--- config.mk ---
export PLATFORM = sky130hd
export DESIGN_NAME = disp_out
export DESIGN_NICKNAME = d
export VERILOG_FILES = /design/src/hdl/disp_out_pkg.sv /design/src/hdl/disp_fifo.sv /design/src/hdl/disp_pwr_seq.sv /design/src/hdl/disp_out.sv
export SDC_FILE = /design/constraint.sdc
export NUM_CORES = 1
export LEC_CHECK = 0
export BUFFER_PORTS_ARGS = -buffer_cell sky130_fd_sc_hd__buf_2
export CORE_UTILIZATION = 45
export DETAILED_ROUTE_END_ITERATION = 7
export PLACE_DENSITY = 0.72
export SLEW_MARGIN = 5
export SYNTH_ARGS = -nofsm -noshare
export SYNTH_HDL_FRONTEND = slang
export SYNTH_SLANG_ARGS = --single-unit
export TNS_END_PERCENT = 30
--- constraint.sdc ---
create_clock -name I_CLK_SYS -period 14.2 [get_ports I_CLK_SYS]
set_input_delay 1.42 -clock I_CLK_SYS [delete_from_list [all_inputs] [get_ports I_CLK_SYS]]
set_output_delay 1.42 -clock I_CLK_SYS [all_outputs]
set_load 0.02 [all_outputs]
--- src/hdl/disp_out_pkg.sv ---
// Constants, register map and carrier types of the display output stage.
// Assumes a single 100 MHz system clock shared by every user of it.
package disp_out_pkg;

  // Timing
  localparam int CLK_PERIOD_NS = 10;
  localparam int PWR_STEP_US   = 10;
  localparam int PWR_STEP_CYC  = (PWR_STEP_US * 1000) / CLK_PERIOD_NS;
  localparam int PWR_TMR_W     = 12;

  // Structure
  localparam int FIFO_DEPTH = 32;
  localparam int DLY_TAPS   = 8;
  localparam int DLY_SEL_W  = 3;
  localparam int ADDR_W     = 8;
  localparam int DATA_W     = 32;

  // Register byte offsets
  localparam logic [ADDR_W-1:0] REG_CFG_VIDEO = 8'h00;
  localparam logic [ADDR_W-1:0] REG_CFG_PANEL = 8'h04;
  localparam logic [ADDR_W-1:0] REG_SYNC_CTRL = 8'h08;
  localparam logic [ADDR_W-1:0] REG_STATUS    = 8'h0C;

  // Field positions
  localparam int VID_RUN_BIT       = 0;
  localparam int VID_FMT565_BIT    = 29;
  localparam int PNL_POWER_BIT     = 6;
  localparam int PNL_DATA_EN_BIT   = 7;
  localparam int PNL_EVEN_EN_BIT   = 12;
  localparam int PNL_ID_DIR_BIT    = 24;
  localparam int PNL_ID_LINE_BIT   = 25;
  localparam int PNL_ID_CLK_BIT    = 26;
  localparam int SYN_LINE_DLY_LSB  = 0;
  localparam int SYN_FRAME_DLY_LSB = 4;
  localparam int SYN_LINE_POL_BIT  = 8;
  localparam int SYN_FRAME_POL_BIT = 9;
  localparam int ST_OVERFLOW_BIT   = 0;
  localparam int ST_ID_LINE_BIT    = 1;
  localparam int ST_ISA_BIT        = 2;
  localparam int ST_SUPPLY_BIT     = 4;
  localparam int ST_DATA_BIT       = 5;
  localparam int ST_BKL_BIT        = 6;
  localparam int ST_LEVEL_LSB      = 8;

  // Writable bits and reset values
  localparam logic [DATA_W-1:0] VID_MASK  = 32'h2000_0001;
  localparam logic [DATA_W-1:0] PNL_MASK  = 32'h0700_10C0;
  localparam logic [DATA_W-1:0] SYN_MASK  = 32'h0000_0377;
  localparam logic [DATA_W-1:0] VID_RESET = 32'h0000_0001;

  typedef enum logic [2:0] {
    PWR_OFF, PWR_UP_SUPPLY, PWR_UP_DATA, PWR_ON, PWR_DN_BKL, PWR_DN_DATA
  } pwr_state_type;

  typedef struct packed {
    logic        pclk;
    logic        isa;
    logic        id_line;
    logic        active;
    logic        line;
    logic        frame;
    logic        pline;
    logic        pframe;
    logic [7:0]  overlay;
    logic [23:0] pixel;
  } link_in_type;

  typedef struct packed {
    logic        active;
    logic        line;
    logic        frame;
    logic        pline;
    logic        pframe;
    logic [7:0]  overlay;
    logic [23:0] pixel;
  } pix_word_type;

  localparam int PIX_WORD_W = $bits(pix_word_type);

  // Pixel word to 6:6:6 panel lanes; 5-bit fields widen by MSB copy
  function automatic logic [17:0] panel_map(input logic [23:0] px,
                                            input logic        fmt565);
    if (fmt565)
      return {px[15:11], px[15], px[10:5], px[4:0], px[4]};
    return {px[23:18], px[15:10], px[7:2]};
  endfunction : panel_map

endpackage : disp_out_pkg

--- src/hdl/disp_fifo.sv ---
// Synchronous FIFO with valid/ready on both sides.
// Assumes DEPTH is a power of two and one clock for both sides.
module disp_fifo #(
  parameter int WIDTH = 8,
  parameter int DEPTH = 32
) (
  // Clock and reset
  input  wire logic                     i_clk,
  input  wire logic                     i_rst_b,
  // Fill side
  input  wire logic                     i_in_valid,
  input  wire logic [WIDTH-1:0]         i_in_data,
  output logic                          o_in_ready,
  // Drain side
  output logic                          o_out_valid,
  output logic [WIDTH-1:0]              o_out_data,
  input  wire logic                     i_out_ready,
  // Fill level
  output logic [$clog2(DEPTH):0]        o_level
);
  localparam int AW = $clog2(DEPTH);

  logic [WIDTH-1:0] mem [DEPTH];
  logic [AW:0]      wr_q;
  logic [AW:0]      rd_q;
  wire              push_w = i_in_valid & o_in_ready;
  wire              pop_w  = o_out_valid & i_out_ready;

  assign o_level     = wr_q - rd_q;
  assign o_in_ready  = o_level != (AW+1)'(DEPTH);
  assign o_out_valid = wr_q != rd_q;
  assign o_out_data  = mem[rd_q[AW-1:0]];

  always_ff @(posedge i_clk)
  begin
    if (push_w)
      mem[wr_q[AW-1:0]] <= i_in_data;
  end

  always_ff @(posedge i_clk)
  begin
    if (!i_rst_b)
    begin
      wr_q <= '0;
      rd_q <= '0;
    end
    else
    begin
      wr_q <= wr_q + (AW+1)'(push_w);
      rd_q <= rd_q + (AW+1)'(pop_w);
    end
  end

endmodule : disp_fifo

--- src/hdl/disp_pwr_seq.sv ---
// Panel power sequencer: supply, then data, then backlight, and back.
// Assumes a synchronous request level and a kill level on the same clock.
module disp_pwr_seq
  import disp_out_pkg::*;
(
  // Clock and reset
  input  wire logic i_clk,
  input  wire logic i_rst_b,
  // Control
  input  wire logic i_req,
  input  wire logic i_kill,
  // Panel power state
  output logic      o_supply,
  output logic      o_backlight,
  output logic      o_data_phase
);
  pwr_state_type        pwr_q;
  pwr_state_type        pwr_d;
  logic [PWR_TMR_W-1:0] tmr_q;
  wire                  tmr_done_w = tmr_q == '0;
  wire                  req_w      = i_req & ~i_kill;

  // A change of the request level starts the up or down walk
  always_comb
  begin
    pwr_d = pwr_q;
    case (pwr_q)
      PWR_OFF:       if (req_w) pwr_d = PWR_UP_SUPPLY;
      PWR_UP_SUPPLY: if (tmr_done_w) pwr_d = PWR_UP_DATA;
      PWR_UP_DATA:   if (tmr_done_w) pwr_d = PWR_ON;
      PWR_ON:        if (!req_w) pwr_d = PWR_DN_BKL;
      PWR_DN_BKL:    if (tmr_done_w) pwr_d = PWR_DN_DATA;
      PWR_DN_DATA:   if (tmr_done_w) pwr_d = PWR_OFF;
      default:       pwr_d = PWR_OFF;
    endcase
    // Losing the panel pins mid-walk restarts the walk from off
    if (i_kill)
      pwr_d = PWR_OFF;
  end

  assign o_data_phase = (pwr_q == PWR_UP_DATA) || (pwr_q == PWR_ON) ||
                        (pwr_q == PWR_DN_BKL);

  always_ff @(posedge i_clk)
  begin
    if (!i_rst_b)
    begin
      pwr_q       <= PWR_OFF;
      tmr_q       <= '0;
      o_supply    <= 1'b0;
      o_backlight <= 1'b0;
    end
    else
    begin
      pwr_q       <= pwr_d;
      tmr_q       <= (pwr_d != pwr_q) ? PWR_TMR_W'(PWR_STEP_CYC) :
                     tmr_done_w ? tmr_q : tmr_q - 1'b1;
      o_supply    <= (pwr_d != PWR_OFF) & ~i_kill;
      o_backlight <= (pwr_d == PWR_ON) & ~i_kill;
    end
  end
endmodule : disp_pwr_seq

--- src/hdl/disp_out.sv ---
// Display output stage: pixel port capture, sync pipelines, CRT and panel.
// Assumes the pixel port pins are asynchronous to I_CLK_SYS and that the
// pixel clock is well below half the system clock rate.
//
// The address-and-strobe port and the address map were left to the implementer.

module disp_out
  import disp_out_pkg::*;
(
  // System clock and reset
  input  wire logic              I_CLK_SYS,
  input  wire logic              I_RST_B,
  // Register port
  input  wire logic [ADDR_W-1:0] I_REG_ADDR,
  input  wire logic [DATA_W-1:0] I_REG_WDATA,
  input  wire logic              I_REG_WR,
  input  wire logic              I_REG_RD,
  output logic [DATA_W-1:0]      O_REG_RDATA,
  // Pixel port from the display controller
  input  wire logic              I_GRAPHICS_DOT_CLOCK,
  input  wire logic [23:0]       I_PIXEL_DATA,
  input  wire logic [7:0]        I_VIDEO_OVERLAY_BUS,
  input  wire logic              I_DISPLAY_ACTIVE_QUALIFIER,
  input  wire logic              I_LINE_SYNC,
  input  wire logic              I_FRAME_SYNC,
  input  wire logic              I_PANEL_LINE_SYNC_IN,
  input  wire logic              I_PANEL_FRAME_SYNC_IN,
  // Pin mode strap
  input  wire logic              I_ISA_MASTER_MODE,
  // CRT syncs and video data
  output logic                   O_CRT_LINE_SYNC,
  output logic                   O_CRT_FRAME_SYNC,
  output logic [15:0]            O_VIDEO_DATA,
  // Flat panel
  output logic [17:0]            O_PANEL_DATA_BUS,
  output logic                   O_PANEL_CLOCK_OUT,
  output logic                   O_PANEL_EVEN_LATCH_CLOCK,
  output logic                   O_PANEL_LINE_SYNC_OUT,
  output logic                   O_PANEL_FRAME_SYNC_OUT,
  output logic                   O_PANEL_ACTIVE_OUT,
  output logic                   O_PANEL_PINS_OE,
  output logic                   O_PANEL_SUPPLY_ENABLE,
  output logic                   O_PANEL_BACKLIGHT_ENABLE,
  // Monitor identification channel
  output logic                   O_MONITOR_ID_SERIAL_CLOCK,
  input  wire logic              I_MONITOR_ID_SERIAL_LINE_I,
  output logic                   O_MONITOR_ID_SERIAL_LINE_O,
  output logic                   O_MONITOR_ID_SERIAL_LINE_OE
);
  localparam int LVL_W = $clog2(FIFO_DEPTH) + 1;

  function automatic logic reg_hit(input logic [ADDR_W-1:0] addr,
                                   input logic [ADDR_W-1:0] offset);
    return addr == offset;
  endfunction : reg_hit

  link_in_type           link_raw;
  link_in_type           s1_q;
  link_in_type           s2_q;
  logic                  pclk_prev_q;
  logic [DATA_W-1:0]     cfg_vid_q;
  logic [DATA_W-1:0]     cfg_pnl_q;
  logic [DATA_W-1:0]     syn_ctrl_q;
  logic [DATA_W-1:0]     rdata_q;
  logic [DATA_W-1:0]     status_w;
  logic [DATA_W-1:0]     rd_mux_w;
  logic                  overflow_q;
  pix_word_type          pix_in_w;
  pix_word_type          cap_q;
  logic                  cap_vld_q;
  logic                  fifo_in_ready;
  logic                  fifo_out_valid;
  logic [PIX_WORD_W-1:0] fifo_out_raw;
  pix_word_type          fifo_out;
  logic [LVL_W-1:0]      fifo_level;
  logic [DLY_TAPS-2:0]   line_pipe_q;
  logic [DLY_TAPS-2:0]   frame_pipe_q;
  logic [DLY_TAPS-1:0]   line_taps_w;
  logic [DLY_TAPS-1:0]   frame_taps_w;
  logic [DLY_SEL_W-1:0]  line_dly_w;
  logic [DLY_SEL_W-1:0]  frame_dly_w;
  logic                  even_tgl_q;
  logic                  supply_w;
  logic                  backlight_w;
  logic                  data_phase_w;

  // Pixel port pins cross in through two flops each
  assign link_raw = '{pclk:    I_GRAPHICS_DOT_CLOCK,
                      isa:     I_ISA_MASTER_MODE,
                      id_line: I_MONITOR_ID_SERIAL_LINE_I,
                      active:  I_DISPLAY_ACTIVE_QUALIFIER,
                      line:    I_LINE_SYNC,
                      frame:   I_FRAME_SYNC,
                      pline:   I_PANEL_LINE_SYNC_IN,
                      pframe:  I_PANEL_FRAME_SYNC_IN,
                      overlay: I_VIDEO_OVERLAY_BUS,
                      pixel:   I_PIXEL_DATA};

  always_ff @(posedge I_CLK_SYS)
  begin
    if (!I_RST_B)
    begin
      s1_q        <= '0;
      s2_q        <= '0;
      pclk_prev_q <= 1'b0;
    end
    else
    begin
      s1_q        <= link_raw;
      s2_q        <= s1_q;
      pclk_prev_q <= s2_q.pclk;
    end
  end

  wire edge_w = s2_q.pclk & ~pclk_prev_q;
  wire isa_w  = s2_q.isa;
  wire run_w  = cfg_vid_q[VID_RUN_BIT];
  wire fmt_w  = cfg_vid_q[VID_FMT565_BIT];

  // Register port decode
  wire wr_vid_w = I_REG_WR && reg_hit(I_REG_ADDR, REG_CFG_VIDEO);
  wire wr_pnl_w = I_REG_WR && reg_hit(I_REG_ADDR, REG_CFG_PANEL);
  wire wr_syn_w = I_REG_WR && reg_hit(I_REG_ADDR, REG_SYNC_CTRL);
  wire wr_st_w  = I_REG_WR && reg_hit(I_REG_ADDR, REG_STATUS);
  wire ovf_set_w = cap_vld_q & ~fifo_in_ready;
  wire ovf_clr_w = wr_st_w & I_REG_WDATA[ST_OVERFLOW_BIT];

  assign status_w = (DATA_W'(overflow_q)     << ST_OVERFLOW_BIT) |
                    (DATA_W'(s2_q.id_line)   << ST_ID_LINE_BIT)  |
                    (DATA_W'(isa_w)          << ST_ISA_BIT)      |
                    (DATA_W'(supply_w)       << ST_SUPPLY_BIT)   |
                    (DATA_W'(data_phase_w)   << ST_DATA_BIT)     |
                    (DATA_W'(backlight_w)    << ST_BKL_BIT)      |
                    (DATA_W'(fifo_level)     << ST_LEVEL_LSB);

  assign rd_mux_w =
    reg_hit(I_REG_ADDR, REG_CFG_VIDEO) ? cfg_vid_q  :
    reg_hit(I_REG_ADDR, REG_CFG_PANEL) ? cfg_pnl_q  :
    reg_hit(I_REG_ADDR, REG_SYNC_CTRL) ? syn_ctrl_q :
    reg_hit(I_REG_ADDR, REG_STATUS)    ? status_w   : '0;

  always_ff @(posedge I_CLK_SYS)
  begin
    if (!I_RST_B)
    begin
      cfg_vid_q  <= VID_RESET;
      cfg_pnl_q  <= '0;
      syn_ctrl_q <= '0;
      overflow_q <= 1'b0;
      rdata_q    <= '0;
    end
    else
    begin
      if (wr_vid_w)
        cfg_vid_q <= I_REG_WDATA & VID_MASK;
      if (wr_pnl_w)
        cfg_pnl_q <= I_REG_WDATA & PNL_MASK;
      if (wr_syn_w)
        syn_ctrl_q <= I_REG_WDATA & SYN_MASK;
      overflow_q <= ovf_set_w | (overflow_q & ~ovf_clr_w);
      rdata_q    <= I_REG_RD ? rd_mux_w : '0;
    end
  end

  assign O_REG_RDATA = rdata_q;

  // Capture every pixel slot, blanking included, so syncs ride along
  assign pix_in_w = '{active:  s2_q.active,
                      line:    s2_q.line,
                      frame:   s2_q.frame,
                      pline:   s2_q.pline,
                      pframe:  s2_q.pframe,
                      overlay: s2_q.overlay,
                      pixel:   s2_q.pixel};

  always_ff @(posedge I_CLK_SYS)
  begin
    if (!I_RST_B)
    begin
      cap_q     <= '0;
      cap_vld_q <= 1'b0;
    end
    else
    begin
      if (edge_w)
        cap_q <= pix_in_w;
      cap_vld_q <= edge_w;
    end
  end

  // Output side drains one word per pixel clock while running
  wire pop_w = edge_w & run_w & fifo_out_valid;

  disp_fifo #(
    .WIDTH (PIX_WORD_W),
    .DEPTH (FIFO_DEPTH)
  ) u_fifo (
    .i_clk       (I_CLK_SYS),
    .i_rst_b     (I_RST_B),
    .i_in_valid  (cap_vld_q),
    .i_in_data   (cap_q),
    .o_in_ready  (fifo_in_ready),
    .o_out_valid (fifo_out_valid),
    .o_out_data  (fifo_out_raw),
    .i_out_ready (pop_w),
    .o_level     (fifo_level)
  );

  assign fifo_out = pix_word_type'(fifo_out_raw);

  // CRT sync delay taps, tap 0 aligned with the pixel data
  assign line_dly_w  = syn_ctrl_q[SYN_LINE_DLY_LSB +: DLY_SEL_W];
  assign frame_dly_w = syn_ctrl_q[SYN_FRAME_DLY_LSB +: DLY_SEL_W];
  assign line_taps_w  = {line_pipe_q, fifo_out.line};
  assign frame_taps_w = {frame_pipe_q, fifo_out.frame};

  wire line_pol_w  = syn_ctrl_q[SYN_LINE_POL_BIT];
  wire frame_pol_w = syn_ctrl_q[SYN_FRAME_POL_BIT];

  always_ff @(posedge I_CLK_SYS)
  begin
    if (!I_RST_B)
    begin
      line_pipe_q      <= '0;
      frame_pipe_q     <= '0;
      O_CRT_LINE_SYNC  <= 1'b0;
      O_CRT_FRAME_SYNC <= 1'b0;
      O_VIDEO_DATA     <= '0;
    end
    else if (pop_w)
    begin
      line_pipe_q      <= line_taps_w[DLY_TAPS-2:0];
      frame_pipe_q     <= frame_taps_w[DLY_TAPS-2:0];
      O_CRT_LINE_SYNC  <= line_taps_w[line_dly_w] ^ line_pol_w;
      O_CRT_FRAME_SYNC <= frame_taps_w[frame_dly_w] ^ frame_pol_w;
      O_VIDEO_DATA     <= (fmt_w && fifo_out.active) ?
                          {fifo_out.pixel[23:16], fifo_out.overlay} :
                          '0;
    end
  end

  // Panel side
  disp_pwr_seq u_pwr_seq (
    .i_clk        (I_CLK_SYS),
    .i_rst_b      (I_RST_B),
    .i_req        (cfg_pnl_q[PNL_POWER_BIT]),
    .i_kill       (isa_w),
    .o_supply     (supply_w),
    .o_backlight  (backlight_w),
    .o_data_phase (data_phase_w)
  );

  wire pnl_live_w    = data_phase_w & ~isa_w;
  wire pnl_data_on_w = pnl_live_w & cfg_pnl_q[PNL_DATA_EN_BIT];
  wire even_on_w     = pnl_live_w & cfg_pnl_q[PNL_EVEN_EN_BIT];

  always_ff @(posedge I_CLK_SYS)
  begin
    if (!I_RST_B || !pnl_data_on_w)
      O_PANEL_DATA_BUS <= '0;
    else if (pop_w)
      O_PANEL_DATA_BUS <= fifo_out.active ?
                          panel_map(fifo_out.pixel, fmt_w) : '0;
  end

  always_ff @(posedge I_CLK_SYS)
  begin
    if (!I_RST_B || !pnl_live_w)
    begin
      O_PANEL_LINE_SYNC_OUT  <= 1'b0;
      O_PANEL_FRAME_SYNC_OUT <= 1'b0;
      O_PANEL_ACTIVE_OUT     <= 1'b0;
    end
    else if (pop_w)
    begin
      O_PANEL_LINE_SYNC_OUT  <= fifo_out.pline;
      O_PANEL_FRAME_SYNC_OUT <= fifo_out.pframe;
      O_PANEL_ACTIVE_OUT     <= fifo_out.active;
    end
  end

  // Panel clock rises mid-pixel, well after the data has settled
  always_ff @(posedge I_CLK_SYS)
  begin
    if (!I_RST_B)
    begin
      O_PANEL_CLOCK_OUT        <= 1'b0;
      O_PANEL_EVEN_LATCH_CLOCK <= 1'b0;
      even_tgl_q               <= 1'b0;
      O_PANEL_PINS_OE          <= 1'b0;
    end
    else
    begin
      O_PANEL_CLOCK_OUT <= pnl_live_w & ~s2_q.pclk;
      if (pop_w)
        even_tgl_q <= ~even_tgl_q;
      O_PANEL_EVEN_LATCH_CLOCK <= even_on_w & even_tgl_q;
      O_PANEL_PINS_OE          <= ~isa_w;
    end
  end

  assign O_PANEL_SUPPLY_ENABLE    = supply_w;
  assign O_PANEL_BACKLIGHT_ENABLE = backlight_w;

  // Monitor id channel straight from the panel config register
  assign O_MONITOR_ID_SERIAL_CLOCK   = cfg_pnl_q[PNL_ID_CLK_BIT];
  assign O_MONITOR_ID_SERIAL_LINE_O  = cfg_pnl_q[PNL_ID_LINE_BIT];
  assign O_MONITOR_ID_SERIAL_LINE_OE = cfg_pnl_q[PNL_ID_DIR_BIT];
endmodule : disp_out

# Word level (Yosys, flattened, before mapping)
# Memory sizes are Yosys's and may differ from the RTL's. A register that Yosys moved wholly into a read port is not among the register bits.
# Index checks and enable logic that the tools add are counted.
[totals]
register_bits = 254
mem_bits_rw = 1184
inputBits = 84
out_inout_bits = 79
elab_cells = 160
memories = 1
[op_classes]
n_addsub = 4
order_cmp = 2
eq_ne = 13
muxes = 28
n_bitwise = 34
n_reduce_logical = 21
[mem_list]
columns = ["name", "words", "width", "rd", "rd_ports_with_merged_regs", "wr", "line", "source"]
rows = [
  ["u_fifo.mem", 32, 37, 1, 1, 1, "disp_fifo.sv:23", "logic [WIDTH-1:0] mem [DEPTH];"],
]
[ops]
columns = ["operator", "count"]
rows = [
  ["$mux W18", 3],
  ["$mux W30", 1],
  ["$mux W14", 2],
  ["$mux W27", 1],
  ["$mux W3", 7],
  ["$mux W10", 2],
  ["$pmux W3 S6", 1],
  ["$and A1 B1 Y1", 16],
  ["$eq A8 B4 Y1 const B", 2],
  ["$mux W16", 1],
  ["$or A7 B14 Y14", 1],
  ["$add A6 B1 Y6", 2],
  ["$logic_not A12 Y1", 1],
  ["$sub A12 B1 Y12 const B", 1],
  ["$eq A3 B2 Y1 const B", 3],
  ["$not A1 Y1", 9],
  ["$eq A8 B3 Y1 const B", 1],
  ["$logic_not A8 Y1", 1],
  ["$lt A3 B4 Y1 const B", 2],
  ["$mux W1", 7],
  ["$or A6 B7 Y7", 1],
  ["$bmux W1 S3", 2],
  ["$eq A3 B3 Y1 const B", 2],
  ["$ne A6 B6 Y1", 1],
  ["21 further kinds", 32],
]

# Longest topological paths before layout
[depth]
word_depth = 10
mapped_depth = 18
ltp_nobuf = 15

# Hierarchy
# A second synthesis with hierarchy kept.
[hier_totals]
cells_unflattened = 2929
area_unflattened_um2 = 53999.3
[by_module_without_submodules]
columns = ["mod", "n_inst", "cells_each", "area_per_inst_um2", "seq_area_each_um2"]
rows = [
  ["disp_fifo", 1, 2065, 45665.0, 35794.3],
  ["disp_out", 1, 749, 7407.1, 4204.0],
  ["disp_pwr_seq", 1, 115, 927.1, 340.3],
]

# Worst setup path after synthesis
# No wires, ideal clock.
[synth_path]
path_kind = "flip-flop to flip-flop"
startpoint = "reg u_fifo.rd_q[2]"
endpoint = "mem u_fifo.mem[12][0] (netlist name), enable pin"
setup_time_ns = 0.524
arrival_time_ns = 6.634
t_required_ns = 13.676
setup_slack_ns = 7.043
path_stages_with_launch = 12
path_buffers = 4
period_less_slack_ns = 7.157
cell_sequence = "dfxtp_1 inv_2 buf_2 clkbuf_1 buf_1 ha_1 o21a_1 o21a_1 or2_2 a31o_2 clkbuf_1 nor4_1"
[synth_via]
elab_chain_cells = 5
[synth_rtl]
columns = ["item", "line", "source"]
rows = [
  ["start: declaration", "disp_fifo.sv:25", "logic [AW:0] rd_q;"],
  ["start signal: assignment", "disp_fifo.sv:50", "rd_q <= rd_q + (AW+1)'(pop_w);"],
  ["$sub A6 B6 Y6", "disp_fifo.sv:29", "assign o_level = wr_q - rd_q;"],
  ["$ne A6 B6 Y1", "disp_fifo.sv:30", "assign o_in_ready = o_level != (AW+1)'(DEPTH);"],
  ["$and A1 B1 Y1", "disp_fifo.sv:26", "wire push_w = i_in_valid & o_in_ready;"],
  ["$mux W1", "disp_fifo.sv:36", "if (push_w)"],
  ["$mux W1 (not written as such)", "disp_fifo.sv:37", "mem[wr_q[AW-1:0]] <= i_in_data;"],
  ["end: declaration", "disp_fifo.sv:23", ""],
]
# No other way between the ends.

# Final worst setup path
[layout_path]
startpoint = "reg u_fifo.rd_q[2]"
endpoint = "mem u_fifo.mem[27][31] (netlist name), enable pin"
# The elaborated chain is that of the path after synthesis.

==> metrics.log <==
INFO  metric synthesis.area = between 50000 and 60000 um^2
INFO  metric ant_nets = 0
INFO  metric max-cap-violations = 0
INFO  metric design.portCount = 163
INFO  metric max-vdd-ir-drop = 0.000115 V
INFO  metric finalNetCount = 3033
INFO  metric cts_tree = built
INFO  metric cp_data_required_time = 14.55 ns
INFO  metric ff2ff_setup_slack = roughly 9.4 ns
INFO  metric cell_count_after_synthesis = ~2700
INFO  metric global_route_wire_length_before_repair = 182000 um
INFO  metric worst_ep_arrival_time = 5.19 ns
INFO  metric min_to = isa_w$_SDFF_PN0_
INFO  metric synth_top_area_cell = sky130_fd_sc_hd__edfxtp_1
INFO  metric synth_async_sr_flop_share = 0%
INFO  metric place_hpwl = 70600 um
INFO  metric critPathSlowestCell = sky130_fd_sc_hd__a31o_2
INFO  metric final.fill_count = 9142
INFO  metric timing.critical_path.fanout_max = 37
INFO  metric synth_seq_cells = 1423
INFO  metric core.rowCount = roughly 130
INFO  metric leakage = 19.7 nW
INFO  metric cts_buffer_depth = 3
INFO  metric rr_endpoint = u_fifo.mem[27][31]$_DFFE_PP_
INFO  metric route.final.wire_length = 126000 um
INFO  metric status = finished, final reports clean
INFO  metric finalWorstPathRequiredPeriod = 4.83 ns
INFO  metric wl_per_cell = 27.4 um
INFO  metric slew_violations = 0
INFO  metric worstHoldPathType = flop to flop
INFO  metric clkSlewWorstSetupHoldPaths = around 0.060 ns
INFO  metric tns = 0 ns
INFO  metric numCtsBuffers = between 100 and 150
INFO  metric initial_utilization = 45.4%
INFO  metric cp-start-kind = flop
INFO  metric ys_types = 63
INFO  metric total_power = 8.27 mW
INFO  metric ctsResizeCount = 0
INFO  metric via_count = about 27000
INFO  metric fin_crit_sh = around a third
INFO  metric place.gp.congestion = 0.811
INFO  metric port_buffers = 129
INFO  metric dieWidth = 347 um
INFO  metric yosys.area.top_type_share = about two thirds
INFO  metric synth_enable_flop_cells = 1184
INFO  metric worst_hold_startpoint = s1_q[38]$_SDFF_PN0_
INFO  metric max_freq = 207 MHz
INFO  metric rsz_0062_raised_after_global_routing = false
INFO  metric cell_count_of_the_worst_reg_to_reg_path = 10
INFO  metric antenna_violations_before_repair = 7
INFO  metric finalCoreUtilization = 51.4%
INFO  metric critical_path.reg2reg.startpoint = u_fifo.rd_q[2]$_SDFF_PN0_
INFO  metric grt_start_max_net_pins = 81
INFO  metric avgViaCountPerCell = 5.90
INFO  metric initialDrtViolationCount = roughly 3200
INFO  metric grt_remaining_overflow = 0
INFO  metric ctsHoldBuffers = 0
INFO  metric synthMostInstantiatedCell = sky130_fd_sc_hd__edfxtp_1
INFO  metric synth-main-ff-cell = sky130_fd_sc_hd__edfxtp_1
INFO  metric clk_root_buffer_cell = sky130_fd_sc_hd__clkbuf_16
INFO  metric detailedRoute.firstPassIterationCount = 5
INFO  metric postCtsSetupBuffers = 0
INFO  metric clkSinkCount = 1423
INFO  metric worstSetupPathType = flop to flop
INFO  metric timing.max_slew.rel_slack = 16.8%
INFO  metric post-route-worst-setup-slack = around 9.4 ns
INFO  metric synth_warnings = 0
INFO  metric core_box_area = 118000 um^2
INFO  metric design.die.area = between 100000 and 150000 um^2
INFO  metric cp_common_cell = sky130_fd_sc_hd__buf_4
INFO  metric cpPeakStageDelay = 0.90 ns
INFO  metric preCtsSetupSlack = 9.45 ns
INFO  metric h-tree-depth = 4
INFO  metric die_h = 347 um
INFO  metric synthesized_area_divided_by_synthesized_cell_count = 19.6 um^2
INFO  metric first_global_vias = 26900
INFO  metric critical_path.cell_chain = buf_4 > clkinv_2 > ha_1 > a21o_1 > a21oi_1 > xnor2_1 > nor4bb_1 > a31o_2 > nor3_2 > buf_4
INFO  metric yosys-top-cells-area = sky130_fd_sc_hd__edfxtp_1, sky130_fd_sc_hd__mux4_2, sky130_fd_sc_hd__dfxtp_1
INFO  metric worst_tran_pin_value = approximately 1.2 ns
INFO  metric synth_commonest_cells = sky130_fd_sc_hd__edfxtp_1, sky130_fd_sc_hd__mux4_2, sky130_fd_sc_hd__dfxtp_1, sky130_fd_sc_hd__nand2_1, sky130_fd_sc_hd__and2_1
INFO  metric seq_area_frac_synth = 75.4%
INFO  metric finalClockSkew = 0.0338 ns
INFO  metric layout-drive-gt1-share = 26.6%
INFO  metric timing.final.hold_violations = 0
INFO  metric worstSkewPairLatency = 0.74 ns
INFO  metric final-setup-viol-count = 0
INFO  metric grt.total_usage = 20.9%
INFO  metric powerDensity = 136 nW/um^2
INFO  metric holdPathStages = 1
INFO  metric timing.critical_path.to_type = flop
INFO  metric syn_to_final_growth = 13.3%
INFO  metric drc_errors = 0
-- cell type report --
class                           instances  area [um^2]  share of cell area (%)
Clock inverter                         57          510                   0.842
Sequential cell                      1423        40300                    66.5
Tap cell                             1536         1920                    3.17
Multi-Input combinational cell       1145        12600                    20.7
Inverter                               14         53.8                  0.0887
Clock buffer                          195         3940                    6.50
Antenna cell                            1         2.50                 0.00413
Timing Repair Buffer                  215         1290                    2.13
-- critical path, delay by kind of cell (launching register included) --
family | cells | cell delay (ns)
buffers and inverters | 3 | 1.59
AOI/OAI and AO/OA | 3 | 1.26
adders and majority gates | 1 | 0.56
and+or+nand+nor | 2 | 0.50
DFF | 1 | 0.31
xor gates and xnor gates | 1 | 0.14
-- power breakdown --
part	switching [mW]	internal (mW)	total (mW)
combinational	0.0823	0.0635	0.146
clock	1.55	2.06	3.60
sequential	0.0250	4.49	4.52
total	1.65	6.61	8.27
-- registers in the layout, summed over array words and instances, names as in the netlist, 2 cells and up --
| signal | count |
|---|---|
| cfg_pnl_q | 6 |
| O_PANEL_DATA_BUS | 18 |
| u_pwr_seq.tmr_q | 12 |
| frame_pipe_q | 7 |
| O_REG_RDATA | 17 |
| s2_q | 2 |
| cap_q | 37 |
| cfg_vid_q | 2 |
| u_fifo.rd_q | 6 |
| u_fifo.wr_q | 6 |
| u_fifo.mem | 1184 |
| s1_q | 40 |
| syn_ctrl_q | 8 |
| O_VIDEO_DATA | 16 |
| pix_in_w | 37 |
| line_pipe_q | 7 |
| u_pwr_seq.pwr_q | 3 |
-- stage by stage --
stage / hold slack, ns / cell area, um^2 / instances
2_1_floorplan: 0.406 / 53600 / 2742
3_3_place_gp: 0.417 / 56200 / 4333
3_5_place_dp: 0.417 / 56200 / 4333
4_1_cts: 0.432 / 60600 / 4585
5_1_grt: 0.442 / 60600 / 4585
6_report: 0.432 / 60600 / 4586
-- layout by cell type (no fill, tap or decap), types with 8 or more instances in the layout --
master and n:
sky130_fd_sc_hd__clkinv_2 29, sky130_fd_sc_hd__clkinv_1 9, sky130_fd_sc_hd__nor3_2 25, sky130_fd_sc_hd__conb_1 15
sky130_fd_sc_hd__nand2_1 186, sky130_fd_sc_hd__edfxtp_1 1184, sky130_fd_sc_hd__nor3_1 12, sky130_fd_sc_hd__o21ai_0 30
sky130_fd_sc_hd__nand2b_1 8, sky130_fd_sc_hd__nand4_1 8, sky130_fd_sc_hd__clkbuf_16 144, sky130_fd_sc_hd__dfxtp_1 236
sky130_fd_sc_hd__nor4_2 8, sky130_fd_sc_hd__nand3_1 23, sky130_fd_sc_hd__mux2i_1 52, sky130_fd_sc_hd__clkbuf_1 35
sky130_fd_sc_hd__a22o_1 18, sky130_fd_sc_hd__buf_2 128, sky130_fd_sc_hd__nor2b_1 21, sky130_fd_sc_hd__nor2_1 49
sky130_fd_sc_hd__clkbuf_8 14, sky130_fd_sc_hd__a21oi_1 15, sky130_fd_sc_hd__a211oi_1 9, sky130_fd_sc_hd__ha_1 11
sky130_fd_sc_hd__mux4_2 334, sky130_fd_sc_hd__inv_1 11, sky130_fd_sc_hd__xnor2_1 13, sky130_fd_sc_hd__o21ai_1 19
sky130_fd_sc_hd__a21boi_0 58, sky130_fd_sc_hd__buf_4 87, sky130_fd_sc_hd__and2_1 100, sky130_fd_sc_hd__o22ai_1 47
-- logic make-up (layout without fill, tap and decap cells) --
| kind of cell | after synthesis | after routing | share of synthesized area (%) |
|---|---|---|---|
| adder cells (fa/ha/maj) | 12 | 12 | 0.295 |
| other | 1 | 16 | 0.00701 |
| flip-flops | 1423 | 1423 | 75.4 |
| XOR/XNOR | 19 | 19 | 0.311 |
| AND/OR/NAND/NOR | 487 | 487 | 4.52 |
| AO/OA/AOI/OAI | 225 | 225 | 2.84 |
| multiplexers | 387 | 387 | 15.0 |
| buffers and inverters | 174 | 481 | 1.61 |
-- worst max-delay path by stage --
stage,from,endpoint,depth (start not counted)
after floorplan,u_fifo.rd_q[2]$_SDFF_PN0_,u_fifo.mem[12][0]$_DFFE_PP_,11
after global placement,u_fifo.rd_q[2]$_SDFF_PN0_,u_fifo.wr_q[4]$_SDFF_PN0_,14
after detailed placement,u_fifo.rd_q[2]$_SDFF_PN0_,u_fifo.wr_q[4]$_SDFF_PN0_,14
after CTS,u_fifo.rd_q[2]$_SDFF_PN0_,u_fifo.wr_q[4]$_SDFF_PN0_,14
after global routing,u_fifo.rd_q[2]$_SDFF_PN0_,u_fifo.wr_q[4]$_SDFF_PN0_,14
final,u_fifo.rd_q[2]$_SDFF_PN0_,u_fifo.mem[27][31]$_DFFE_PP_,10
-- per-layer routing --
layer  wire length, um  up-vias  global-route usage, %
met5                35        -                      0
met4              3630        6                   7.13
met3             12900      225                   5.44
met2             59000     1320                   32.3
met1             50300    14200                   28.9
li1                  -    11300                      -
Note: power is estimated with default switching activity, not from simulation.
